[src/scan_pkg.sv]
// shared constants and helper functions for the linear scan link
package scan_pkg;

  // ************************************************************
  // clock and link timing
  // ************************************************************
  localparam int CLK_PERIOD_NS = 50; // core clock, 20 MHz
  localparam int LINK_PERIOD_MIN_NS = 500; // fastest link clock, 2 MHz
  localparam int LINK_PERIOD_MAX_NS = 20000; // slowest link clock, 50 kHz
  // least period rounds up, longest period rounds down
  localparam int LINK_DIV_MIN = (LINK_PERIOD_MIN_NS + CLK_PERIOD_NS - 1) / CLK_PERIOD_NS;
  localparam int LINK_DIV_MAX = LINK_PERIOD_MAX_NS / CLK_PERIOD_NS;
  localparam int DIV_W = 9; // half-period counter width

  // ************************************************************
  // widths and sizes
  // ************************************************************
  localparam int PIX_W_DEF = 10; // digital stand-in for the video level
  localparam int FIFO_DEPTH_DEF = 16; // pixel words buffered at the controller
  localparam int CNT_W = 11; // slot and period counters
  localparam int HI_W = 16; // start high time request

  // ************************************************************
  // scan sequence counts (in link clock periods)
  // ************************************************************
  localparam logic [CNT_W-1:0] PIXEL_COUNT = 11'h600; // 1536 pixels
  localparam logic [CNT_W-1:0] DUMMY_SLOTS = 11'h00d; // 13 strobes before pixel 0
  localparam logic [CNT_W-1:0] START_LOW_MIN = 11'h010; // 16 periods low at least
  localparam logic [CNT_W-1:0] SCAN_LOW_CYC = 11'h610; // 1552: all slots plus margin
  localparam logic [HI_W-1:0] START_HIGH_MIN = 16'h0002; // 2 periods high at least
  localparam logic [2:0] INTEG_EXTRA = 3'h6; // integration tail after start falls

  // ************************************************************
  // reset values
  // ************************************************************
  localparam logic RST_LINK_CLK = 1'b0; // link clock idles low
  localparam logic RST_START = 1'b0; // no scan requested

  // ************************************************************
  // helpers
  // ************************************************************
  // rising edge between two registered samples
  function automatic logic rise_of(input logic now, input logic prev);
    return now & ~prev;
  endfunction

  // larger of two period counts, used for the low-time floor
  function automatic logic [CNT_W-1:0] max_cnt(input logic [CNT_W-1:0] a,
                                               input logic [CNT_W-1:0] b);
    return (a > b) ? a : b;
  endfunction

endpackage

[src/scan_link_if.sv]
// pin-level link between the controller and the sensor
`timescale 1ns/10ps
interface scan_link_if #(parameter int PIX_W = scan_pkg::PIX_W_DEF);
  logic link_clk; // pixel clock, made by the controller
  logic scan_start_pulse; // scan start, high time sets integration
  logic [PIX_W-1:0] video; // pixel level, one per link period
  logic pixel_strobe; // rises when video is valid
  logic scan_done_flag; // end of scan

  modport sensor (
    input link_clk,
    input scan_start_pulse,
    output video,
    output pixel_strobe,
    output scan_done_flag
  );

  modport ctrl (
    output link_clk,
    output scan_start_pulse,
    input video,
    input pixel_strobe,
    input scan_done_flag
  );
endinterface

[src/ctrl_end.sv]
// controller end: link clock, start pulse, pixel capture and output buffer
// Function
// RL1: sensor times scans from start and clock
// RL2: link clock kept between 50 kHz, 2 MHz; DIV is not range-checked and a full buffer stops the clock
// RL3: one pixel presented per link clock
// RL4: link clock duty held near fifty percent; a full buffer holds the clock at one level and breaks it
// RL5: start held high at least two periods
// RL6: start held low at least sixteen periods
// RL7: shifting starts first rise after start low
// RL8: integration is start high plus six clocks
// RL9: high to low ratio sets integration time
// RL10: video sampled on strobe rising edge
// RL11: strobes counted from start fall; 14th first
// RL12: 1536 pixels per scan in array order
// RL13: scan cycle covers all pixels plus low time
// RL14: end-of-scan raised after the last pixel
`timescale 1ns/10ps

// ************************************************************
// pixel buffer
// ************************************************************
module scan_fifo #(
  parameter int W = 11, // word width
  parameter int DEPTH = scan_pkg::FIFO_DEPTH_DEF // words, power of two
) (
  input wire logic core_clk_in, // core clock
  input wire logic rstn_in, // async reset, active low
  input wire logic ce_in, // clock enable
  input wire logic [W-1:0] in_data_in, // word to store
  input wire logic in_valid_in, // word offered
  output logic in_ready_out, // space left
  output logic [W-1:0] out_data_out, // oldest word
  output logic out_valid_out, // a word is held
  input wire logic out_ready_in // sink takes the word
);
  localparam int AW = $clog2(DEPTH);

  logic [W-1:0] mem_reg [DEPTH]; // storage flops
  logic [AW:0] wr_ptr_reg, rd_ptr_reg; // pointers with wrap bit
  logic push, pop; // accepted moves
  logic full, empty; // honest fill state

  assign full = (wr_ptr_reg[AW] != rd_ptr_reg[AW]) && (wr_ptr_reg[AW-1:0] == rd_ptr_reg[AW-1:0]);
  assign empty = (wr_ptr_reg == rd_ptr_reg);
  assign push = in_valid_in && !full && ce_in;
  assign pop = out_ready_in && !empty && ce_in;

  // storage written at the write pointer
  always_ff @(posedge core_clk_in) begin
    if (push) begin
      mem_reg[wr_ptr_reg[AW-1:0]] <= in_data_in;
    end
  end

  // pointer updates
  always_ff @(posedge core_clk_in or negedge rstn_in) begin
    if (!rstn_in) begin
      wr_ptr_reg <= '0;
      rd_ptr_reg <= '0;
    end else begin
      if (push) begin
        wr_ptr_reg <= wr_ptr_reg + 1'b1;
      end
      if (pop) begin
        rd_ptr_reg <= rd_ptr_reg + 1'b1;
      end
    end
  end

  assign in_ready_out = !full;
  assign out_valid_out = !empty;
  assign out_data_out = mem_reg[rd_ptr_reg[AW-1:0]];

endmodule // scan_fifo

// ************************************************************
// controller
// ************************************************************
module ctrl_end #(
  parameter int PIX_W = scan_pkg::PIX_W_DEF, // video word width
  parameter int DIV = scan_pkg::LINK_DIV_MIN, // core clocks per link period, even
  parameter int FIFO_DEPTH = scan_pkg::FIFO_DEPTH_DEF // buffered pixels
) (
  input wire logic core_clk_in, // core clock
  input wire logic rstn_in, // async reset, active low
  input wire logic ce_in, // clock enable, freezes all state
  scan_link_if.ctrl link, // pins toward the sensor
  input wire logic run_in, // keep scanning
  input wire logic [scan_pkg::HI_W-1:0] high_cycles_in, // start high time, periods
  output logic [PIX_W-1:0] pix_data_out, // captured pixel
  output logic pix_last_out, // pixel 1535 of the scan
  output logic pix_valid_out, // pixel word offered
  input wire logic pix_ready_in, // user takes the word
  output logic scan_done_out // one-cycle pulse at end of scan
);
  import scan_pkg::*;

  typedef enum logic [1:0] {C_IDLE, C_HIGH, C_LOW} ctrl_state_t;

  // even divider only; DIV is taken as given, not held to the 50 kHz to 2 MHz range [RL2]
  localparam logic [DIV_W-1:0] HALF_M1 = DIV_W'(DIV / 2 - 1);

  // ************************************************************
  // link clock divider
  // ************************************************************
  logic [DIV_W-1:0] half_cnt_reg; // core cycles within a half period
  logic link_clk_reg; // link clock pin
  logic fifo_in_ready; // buffer has room
  logic run_div; // divider may advance
  logic link_fall_now; // this cycle drives the clock low

  // a full buffer stops the link clock: trades steady rate for no loss
  assign run_div = ce_in && fifo_in_ready;
  assign link_fall_now = run_div && (half_cnt_reg == HALF_M1) && link_clk_reg;

  // equal halves give a fifty percent duty while the buffer has room [RL4]
  always_ff @(posedge core_clk_in or negedge rstn_in) begin
    if (!rstn_in) begin
      half_cnt_reg <= '0;
      link_clk_reg <= RST_LINK_CLK;
    end else if (run_div) begin
      if (half_cnt_reg == HALF_M1) begin
        half_cnt_reg <= '0;
        link_clk_reg <= ~link_clk_reg; // [RL2]
      end else begin
        half_cnt_reg <= half_cnt_reg + 9'h001;
      end
    end
  end

  // ************************************************************
  // start pulse sequencer
  // ************************************************************
  ctrl_state_t state_reg; // start phase
  logic [HI_W-1:0] hi_cnt_reg; // periods spent high
  logic [CNT_W-1:0] lo_cnt_reg; // periods spent low
  logic [HI_W-1:0] hi_target; // clamped high time
  logic [CNT_W-1:0] lo_target; // low time floor
  logic start_reg; // start pin
  logic start_fell; // start dropped this cycle

  assign hi_target = (high_cycles_in < START_HIGH_MIN) ? START_HIGH_MIN : high_cycles_in; // [RL5]
  assign lo_target = max_cnt(SCAN_LOW_CYC, START_LOW_MIN); // [RL6] [RL13]

  // start changes at a link clock fall, half a period before the sensor samples
  // the user's high time sets integration against a fixed low time [RL9]
  always_ff @(posedge core_clk_in or negedge rstn_in) begin
    if (!rstn_in) begin
      state_reg <= C_IDLE;
      hi_cnt_reg <= '0;
      lo_cnt_reg <= '0;
      start_reg <= RST_START;
    end else if (link_fall_now) begin
      case (state_reg)
        C_IDLE: begin
          if (run_in) begin
            state_reg <= C_HIGH;
            start_reg <= 1'b1;
            hi_cnt_reg <= '0;
          end
        end
        C_HIGH: begin
          if (hi_cnt_reg + 16'h0001 >= hi_target) begin
            state_reg <= C_LOW; // [RL5]
            start_reg <= 1'b0;
            lo_cnt_reg <= '0;
          end else begin
            hi_cnt_reg <= hi_cnt_reg + 16'h0001;
          end
        end
        C_LOW: begin
          if (lo_cnt_reg + 11'h001 >= lo_target) begin
            // low long enough for every slot to come out [RL6] [RL13]
            state_reg <= run_in ? C_HIGH : C_IDLE;
            start_reg <= run_in;
            hi_cnt_reg <= '0;
          end else begin
            lo_cnt_reg <= lo_cnt_reg + 11'h001;
          end
        end
        default: begin
          state_reg <= C_IDLE;
          start_reg <= 1'b0;
        end
      endcase
    end
  end

  assign start_fell = link_fall_now && (state_reg == C_HIGH) &&
                      (hi_cnt_reg + 16'h0001 >= hi_target);

  // ************************************************************
  // pin synchronisers from the sensor
  // ************************************************************
  logic strb_s1_reg, strb_s2_reg, strb_prev_reg; // strobe samples
  logic done_s1_reg, done_s2_reg, done_prev_reg; // end-of-scan samples
  logic [PIX_W-1:0] vid_s1_reg, vid_s2_reg; // video samples, steady half a period

  // two flops per pin; only the second is read by logic
  always_ff @(posedge core_clk_in or negedge rstn_in) begin
    if (!rstn_in) begin
      strb_s1_reg <= 1'b0;
      strb_s2_reg <= 1'b0;
      strb_prev_reg <= 1'b0;
      done_s1_reg <= 1'b0;
      done_s2_reg <= 1'b0;
      done_prev_reg <= 1'b0;
      vid_s1_reg <= '0;
      vid_s2_reg <= '0;
    end else if (ce_in) begin
      strb_s1_reg <= link.pixel_strobe;
      strb_s2_reg <= strb_s1_reg;
      strb_prev_reg <= strb_s2_reg;
      done_s1_reg <= link.scan_done_flag;
      done_s2_reg <= done_s1_reg;
      done_prev_reg <= done_s2_reg;
      vid_s1_reg <= link.video;
      vid_s2_reg <= vid_s1_reg;
    end
  end

  // ************************************************************
  // strobe counting and capture
  // ************************************************************
  logic [CNT_W-1:0] strb_cnt_reg; // strobes since start fell
  logic strb_rise; // strobe rising edge
  logic cap_valid; // this strobe carries a pixel
  logic cap_last; // this strobe carries the final pixel
  logic scan_done_reg; // end-of-scan pulse

  assign strb_rise = ce_in && rise_of(strb_s2_reg, strb_prev_reg);
  // 14th strobe after start fall is pixel 0 [RL11]
  assign cap_valid = strb_rise && (strb_cnt_reg >= DUMMY_SLOTS) &&
                     (strb_cnt_reg < DUMMY_SLOTS + PIXEL_COUNT); // [RL12]
  assign cap_last = (strb_cnt_reg == DUMMY_SLOTS + PIXEL_COUNT - 11'h001);

  // count restarts on our own start fall [RL11]
  always_ff @(posedge core_clk_in or negedge rstn_in) begin
    if (!rstn_in) begin
      strb_cnt_reg <= '0;
    end else if (start_fell) begin
      strb_cnt_reg <= '0;
    end else if (strb_rise && strb_cnt_reg != DUMMY_SLOTS + PIXEL_COUNT) begin
      strb_cnt_reg <= strb_cnt_reg + 11'h001; // [RL10]
    end
  end

  // end-of-scan edge becomes a single pulse
  always_ff @(posedge core_clk_in or negedge rstn_in) begin
    if (!rstn_in) begin
      scan_done_reg <= 1'b0;
    end else if (ce_in) begin
      scan_done_reg <= rise_of(done_s2_reg, done_prev_reg);
    end
  end

  // video sampled as the strobe rises; divider stops before overflow [RL10]
  scan_fifo #(
    .W(PIX_W + 1),
    .DEPTH(FIFO_DEPTH)
  ) u_fifo (
    .core_clk_in(core_clk_in),
    .rstn_in(rstn_in),
    .ce_in(ce_in),
    .in_data_in({cap_last, vid_s2_reg}),
    .in_valid_in(cap_valid),
    .in_ready_out(fifo_in_ready),
    .out_data_out({pix_last_out, pix_data_out}),
    .out_valid_out(pix_valid_out),
    .out_ready_in(pix_ready_in)
  );

  assign link.link_clk = link_clk_reg;
  assign link.scan_start_pulse = start_reg;
  assign scan_done_out = scan_done_reg;

endmodule // ctrl_end

[src/flat_wrapper.sv]
// flat-port wrapper written by rule: the top's interface ports become plain ports
module ctrl_end_flat import scan_pkg::*;
#(
  parameter int PIX_W = scan_pkg::PIX_W_DEF,                    
  parameter int DIV = scan_pkg::LINK_DIV_MIN,                                     
  parameter int FIFO_DEPTH = scan_pkg::FIFO_DEPTH_DEF                   
)
  (core_clk_in, rstn_in, ce_in, run_in, high_cycles_in, pix_data_out, pix_last_out, pix_valid_out, pix_ready_in, scan_done_out, link_link_clk, link_scan_start_pulse, link_video, link_pixel_strobe, link_scan_done_flag);
  scan_link_if #(.PIX_W(PIX_W)) link_i ();
  input wire logic core_clk_in;
  input wire logic rstn_in;
  input wire logic ce_in;
  input wire logic run_in;
  input wire logic [scan_pkg::HI_W-1:0] high_cycles_in;
  output logic [PIX_W-1:0] pix_data_out;
  output logic pix_last_out;
  output logic pix_valid_out;
  input wire logic pix_ready_in;
  output logic scan_done_out;
  output wire logic [$bits(link_i.link_clk)-1:0] link_link_clk;
  output wire logic [$bits(link_i.scan_start_pulse)-1:0] link_scan_start_pulse;
  input wire logic [$bits(link_i.video)-1:0] link_video;
  input wire logic [$bits(link_i.pixel_strobe)-1:0] link_pixel_strobe;
  input wire logic [$bits(link_i.scan_done_flag)-1:0] link_scan_done_flag;
  assign link_link_clk = link_i.link_clk;
  assign link_scan_start_pulse = link_i.scan_start_pulse;
  assign link_i.video = link_video;
  assign link_i.pixel_strobe = link_pixel_strobe;
  assign link_i.scan_done_flag = link_scan_done_flag;
  ctrl_end #(.PIX_W(PIX_W), .DIV(DIV), .FIFO_DEPTH(FIFO_DEPTH)) u_core (.core_clk_in(core_clk_in), .rstn_in(rstn_in), .ce_in(ce_in), .link(link_i), .run_in(run_in), .high_cycles_in(high_cycles_in), .pix_data_out(pix_data_out), .pix_last_out(pix_last_out), .pix_valid_out(pix_valid_out), .pix_ready_in(pix_ready_in), .scan_done_out(scan_done_out));
endmodule
[config.mk]
export PLATFORM = sky130hd
export DESIGN_NAME = ctrl_end_flat
export DESIGN_NICKNAME = d
export VERILOG_FILES = /design/src/scan_pkg.sv /design/src/scan_link_if.sv /design/src/ctrl_end.sv /design/src/flat_wrapper.sv
export SDC_FILE = /design/constraint.sdc
export NUM_CORES = 1
export LEC_CHECK = 0
export BUFFER_PORTS_ARGS = -buffer_cell sky130_fd_sc_hd__clkbuf_2
export CORE_MARGIN = 3
export CORE_UTILIZATION = 60
export DETAILED_ROUTE_END_ITERATION = 12
export GPL_TIMING_DRIVEN = 0
export PLACE_DENSITY = 0.75
export SLEW_MARGIN = 20
export SYNTH_ARGS = -nofsm -noshare
export SYNTH_HDL_FRONTEND = slang
export SYNTH_SLANG_ARGS = --single-unit
[constraint.sdc]
create_clock -name core_clk_in -period 10.51 [get_ports core_clk_in]
set_clock_uncertainty 0.05 [all_clocks]
set_input_delay 1.5765 -clock core_clk_in [delete_from_list [all_inputs] [get_ports core_clk_in]]
set_output_delay 1.5765 -clock core_clk_in [all_outputs]
set_load 0.02 [all_outputs]
==> results of run 1 <==
-- worst max-delay path: stages (launching register included) --
cell and delay [ns]:
dfrtp_1 0.38, buf_1 0.63, buf_2 0.53, mux4_2 0.60, mux4_2 0.48, clkbuf_2 0.17
-- cell type report --
| cell class | count | area [um^2] |
|---|---|---|
| fillers | 1277 | 5630 |
| clock buffers | 36 | 749 |
| multi-input cells | 425 | 3940 |
| flip-flops and latches | 264 | 7490 |
| plain buffers | 30 | 138 |
| inverters | 45 | 169 |
| clock inverters | 13 | 170 |
| well taps | 260 | 325 |
| repair buffers | 52 | 282 |
-- final timing paths --
check,startpoint,end
min,u_core.done_prev_reg,u_core.scan_done_out
min reg2reg,u_core.done_prev_reg,u_core.scan_done_out
min in group asynchronous,rstn_in,u_core.hi_cnt_reg[9]
max reg2reg,u_core.hi_cnt_reg[0],u_core.lo_cnt_reg[8]
max,u_core.u_fifo.rd_ptr_reg[0],pix_data_out[9]
max in group asynchronous,rstn_in,u_core.vid_s1_reg[1]
-- metrics by stage --
| step | util (%) | hold WS, ns | setup WS [ns] |
|---|---|---|---|
| CTS | 70.1 | 0.426 | 5.50 |
| global route | 70.2 | 0.452 | 5.36 |
| floorplan | - | 0.373 | 6.26 |
| finish | 70.2 | 0.416 | 5.55 |
| detailed placement | 65.2 | 0.403 | 5.47 |
| global placement | 64.8 | 0.387 | 5.55 |
-- logic make-up after synthesis --
family | after synthesis | synth area share (%)
buf+inv | 75 | 2.62
xor+xnor | 44 | 3.30
compound gates | 76 | 4.84
flops | 264 | 64.1
mux | 99 | 14.7
simple gates | 178 | 7.49
fa+ha+maj | 28 | 3.00
-- placed cells by master, fill, tap and decap left out, types with 7 or more instances in the layout --
cell       count
clkbuf_1      18
ha_1          28
mux2i_1       16
dfrtp_1       88
mux2_2        28
nor4_1         9
nor2_1        37
a21oi_1       16
mux4_2        55
nor3_1         9
nand2b_1       9
and3_1         7
nor2_2         9
xor2_1        18
clkbuf_16     27
xnor2_1       26
inv_1         45
edfxtp_1     176
nand3_1       19
o21ai_0       13
a31oi_1       10
nand2_1       44
buf_2         10
nand4_1       14
clkbuf_2      47
-- metal layers --
metal | share of wire (%) | global-route usage (%) | wire, um
met5 | 0 | 0 | 0
met4 | 2.2 | 7.22 | 540
met3 | 6.6 | 5.05 | 1600
met2 | 51 | 39.4 | 12400
met1 | 40 | 31.9 | 9650
-- report_power, final --
part           total (uW)  internal, uW  leakage [uW]  switching (uW)
clock                 979           597      0.000445             382
combinational         946           428       0.00184             518
sequential           1330          1210       0.00266             116
total                3260          2240       0.00495            1020
==> results.cfg, run 1 <==
[timing]
period_share_pct = 47.2
setup_viol = 0
min_period_ns = 4.96
rsz0062_at_grt = false
relSlewSlack_pct = 29.2
fmax_ghz = 0.202
worst_slew_pin_slew_ns = 1.06
hold_viol_final = 0
final_max_slew_viol_count = 0
fin_tns_setup_ns = 0

[synth]
synth.top_cell.area_share_pct = 45.2
synth_cell_types = 61
synth-main-ff-cell = edfxtp_1
yosys_warnings = 0
synth_nets = 825
synth-seq-cells = 264
synth_commonest_cells = edfxtp_1, dfrtp_1, mux4_2
seq_area_frac_synth_pct = 64.1
ys_async_sr_fraction_pct = 33.3
ys_top_cells_by_area = edfxtp_1, dfrtp_1, mux4_2
postSynthCellCount = 764
yosys.area.top_type = edfxtp_1
synth_edf_count = 176
synth_area_um2 = 11700
synth.most_common_cell = edfxtp_1
synth.avg_cell_area_um2 = 15.3

[cells_and_area]
largest_reg_flops = 176
finalInstanceArea_um2 = 13300
area_growth_pct = 13.5
diodes = 0
layout.cells.non_filler = 1125
finalNetCount = 906
drive_above_1_share_pct = 24.5

[placed_design]
io_buffers = 47
dpl.hpwl_um = 16200
gp_congestion = 0.872
placed_cells = 1076
dpl-instance-area_um2 = 12300

[global_routing]
grt_usage_pct = 23.6
grt_pass1_vias = 7199
antenna_found_initial = 0
overflow = 0
grt_pass1_wl_um = 39400
grt_max_degree = 89

[critical_path]
critical_path_class = flip-flop to output port
required_ns = 8.88
reg2reg_slack_ns = 6.00
crit_fanout = 10
endpoint_kind = output port
startpoint_type = flip-flop
worst_r2r_path_depth = 13
cp.arrival_ns = 3.33

[clocking]
insertion_delay_ns = 0.53
cts.sinks = 264
post_cts_resized = 0
clk_path_buf_depth = 3
cts-root-buf = clkbuf_16
cts_hold_buf = 0
cts_tree = done
cts.clk_slew.worst_paths_ns = 0.06
cts_setup_buffers = 0
htree_levels = 1
cts_buffers = 27

[job]
max-cap-violations = 0

[floorplanning]
initial_core_util_pct = 61.8
core_um2 = 18900
rows = 50
die_h_um = 146
dieArea_um2 = 21200
die_w_um = 146
ios = 48

[power_and_ir_drop]
power.density_nw_per_um2 = 245
finalPower_uw = 3260
ir_drop_mv = 0.135
power.leakage_uw = 0.00495

[route]
viasPerCell = 6.06
dr.pass1.iters = 5
routed_wl_um = 24200
wl_per_cell_um = 21.5
num_vias = 6812
ant_nets = 0
drtIter0Drc = 479
drc = 0

[hold_path]
hold_path_depth = 1
worstHoldPathType = flip-flop to flip-flop

[run_status]
status = complete, no violations
Note: power is estimated with default switching activity, not from simulation.
==> run 2: changes to the inputs <==
--- a/config.mk
+++ b/config.mk
@@ -5,6 +5,7 @@
 export SDC_FILE = /design/constraint.sdc
 export NUM_CORES = 1
 export LEC_CHECK = 0
+export ABC_AREA = 1
 export BUFFER_PORTS_ARGS = -buffer_cell sky130_fd_sc_hd__clkbuf_2
 export CORE_MARGIN = 3
 export CORE_UTILIZATION = 60
==> constraint.sdc (replaced) <==
create_clock -name core_clk_in -period 4.9 [get_ports core_clk_in]
set_clock_uncertainty 0.05 [all_clocks]
set_input_delay 0.735 -clock core_clk_in [delete_from_list [all_inputs] [get_ports core_clk_in]]
set_output_delay 0.735 -clock core_clk_in [all_outputs]
set_load 0.02 [all_outputs]
==> results.cfg, run 2 <==
[run_status]
status = complete, no violations

[floorplanning]
rows = 51
dieArea_um2 = 21900
die_w_um = 148
die_h_um = 148
initial_core_util_pct = 61.7
core_um2 = 19700
ios = 48

[clocking]
cts_tree = done
clk_path_buf_depth = 3
cts.sinks = 264
htree_levels = 1
cts_hold_buf = 0
cts-root-buf = clkbuf_16
cts_setup_buffers = 0
post_cts_resized = 0
insertion_delay_ns = 0.53
cts.clk_slew.worst_paths_ns = 0.06
cts_buffers = 27

[cells_and_area]
final_common_cell = nand2_1
area_growth_pct = 12.3
finalNetCount = 1331
finalCoreUtilization_pct = 69.2
drive_above_1_share_pct = 10.3
final_cell_mix = nand2_1, edfxtp_1, nor2_1
largest_reg_flops = 176
fill_cells = 1473
diodes = 0
finalInstanceArea_um2 = 13600

[synth]
postSynthCellCount = 1194
synth_edf_count = 176
synth_commonest_cells = nand2_1, nor2_1, edfxtp_1
synth-main-ff-cell = edfxtp_1
synth.top_cell.area_share_pct = 43.6
yosys_warnings = 0
synth.avg_cell_area_um2 = 10.2
ys_top_cells_by_area = edfxtp_1, dfrtp_1, nand2_1
yosys.area.top_type = edfxtp_1
synth_cell_types = 40
synth_area_um2 = 12100
seq_area_frac_synth_pct = 61.8
synth_nets = 1255
ys_async_sr_fraction_pct = 33.3
synth.most_common_cell = nand2_1
synth-seq-cells = 264

[placed_design]
dpl.hpwl_um = 18600
gp_congestion = 0.844
io_buffers = 47
dpl-instance-area_um2 = 12700

[timing]
hold_slack_ns = 0.209
period_share_pct = 72.3
fin_tns_setup_ns = 0
fmax_ghz = 0.282
setup_viol = 0
hold_viol_final = 0
rsz0062_at_grt = false
worst_slew_pin_slew_ns = 1.10
min_period_ns = 3.54
final_max_slew_viol_count = 0
relSlewSlack_pct = 26.5

[route]
wl_per_cell_um = 18.0
num_vias = 8891
routed_wl_um = 28000
drtIter0Drc = 730
ant_nets = 0
viasPerCell = 5.71
dr.pass1.iters = 7
drc = 0

[critical_path]
required_ns = 4.12
critical_path_class = flip-flop to output port
startpoint_type = flip-flop
cp.arrival_ns = 2.76
endpoint_kind = output port
crit_fanout = 10

[global_routing]
grt_pass1_vias = 8753
overflow = 0
grt_usage_pct = 25.7
grt_pass1_wl_um = 44800
antenna_found_initial = 0
grt_max_degree = 89

[power_and_ir_drop]
pwr-share-seq_pct = 39.8
power_frac_clock_pct = 29.9
power.leakage_uw = 0.00555
switching_share_pct = 36.0
internal-power_uw = 4430
finalPower_uw = 6920
switchingPower_uw = 2490
ir_drop_mv = 0.289
combPwrFrac_pct = 30.2
power.density_nw_per_um2 = 509

[job]
max-cap-violations = 0

[hold_path]
worstHoldPathType = input port to async pin
## run 2: stage by stage
step / setup slack (ns) / cells
3_3_place_gp: 1.45 / 1506
6_report: 1.36 / 1556
3_5_place_dp: 1.37 / 1506
5_1_grt: 1.20 / 1556
4_1_cts: 1.37 / 1556
2_1_floorplan: 2.11 / 1194
## run 2: final cells by class
type	count	area, um^2	area share, %
flip-flops and latches	264	7490	55.0
clock buffers	37	743	5.46
repair buffers	47	244	1.79
inverters	107	402	2.95
multi-input cells	773	4000	29.4
well taps	265	332	2.44
clock inverters	13	154	1.13
plain buffers	50	246	1.81
## run 2: cells by family (layout without fill, tap and decap cells)
group | Yosys count | in the layout | share of synthesized area (%)
buffers and inverters | 157 | 254 | 5.35
adders and majority gates | 28 | 28 | 2.89
DFF | 264 | 264 | 61.8
xor gates and xnor gates | 35 | 35 | 2.53
AOI/OAI and AO/OA | 188 | 188 | 8.73
and+or+nand+nor | 522 | 522 | 18.7
## run 2: worst max-delay path, stage by stage, from the launching register on
cell	delay, ns
dfrtp_1	0.35
buf_4	0.19
clkbuf_1	0.44
clkbuf_1	0.48
nor2_1	0.10
o22ai_1	0.20
nand2_1	0.10
nand3_1	0.16
clkbuf_2	0.19
## run 2: final timing paths
| path | startpoint | end | slack, ns | cells after the start |
|---|---|---|---|---|
| worst max register to register | u_core.hi_cnt_reg[0] | u_core.hi_cnt_reg[9] | 1.51 | 18 |
| worst min register to register | u_core.done_prev_reg | u_core.scan_done_out | 0.40 | 1 |
| max in group asynchronous | rstn_in | u_core.hi_cnt_reg[8] | 4.12 | 1 |
| min in group core_clk_in | link_video[6] | u_core.vid_s1_reg[6] | 0.37 | 3 |
| worst max-delay path | u_core.u_fifo.rd_ptr_reg[0] | pix_data_out[1] | 1.36 | 8 |
| worst min-delay path | rstn_in | u_core.vid_s1_reg[4] | 0.21 | 1 |
## run 2: metal layers
metal | vias to the layer above | share of wire, % | track usage [%]
met5 | - | 0 | 0
met4 | 0 | 3.2 | 9.24
met3 | 49 | 7.1 | 3.75
met2 | 337 | 50 | 44.0
met1 | 4250 | 40 | 33.8
li1 | 4255 | - | -
## run 2: power groups by stage
stage	logic, uW	clock network (uW)	registers (uW)
after floorplan	1370	0	2750
final	2090	2070	2760
after global placement	1990	0	2790
after global routing	2290	2190	2780
after detailed placement	2050	0	2800
after CTS	2070	2100	2760
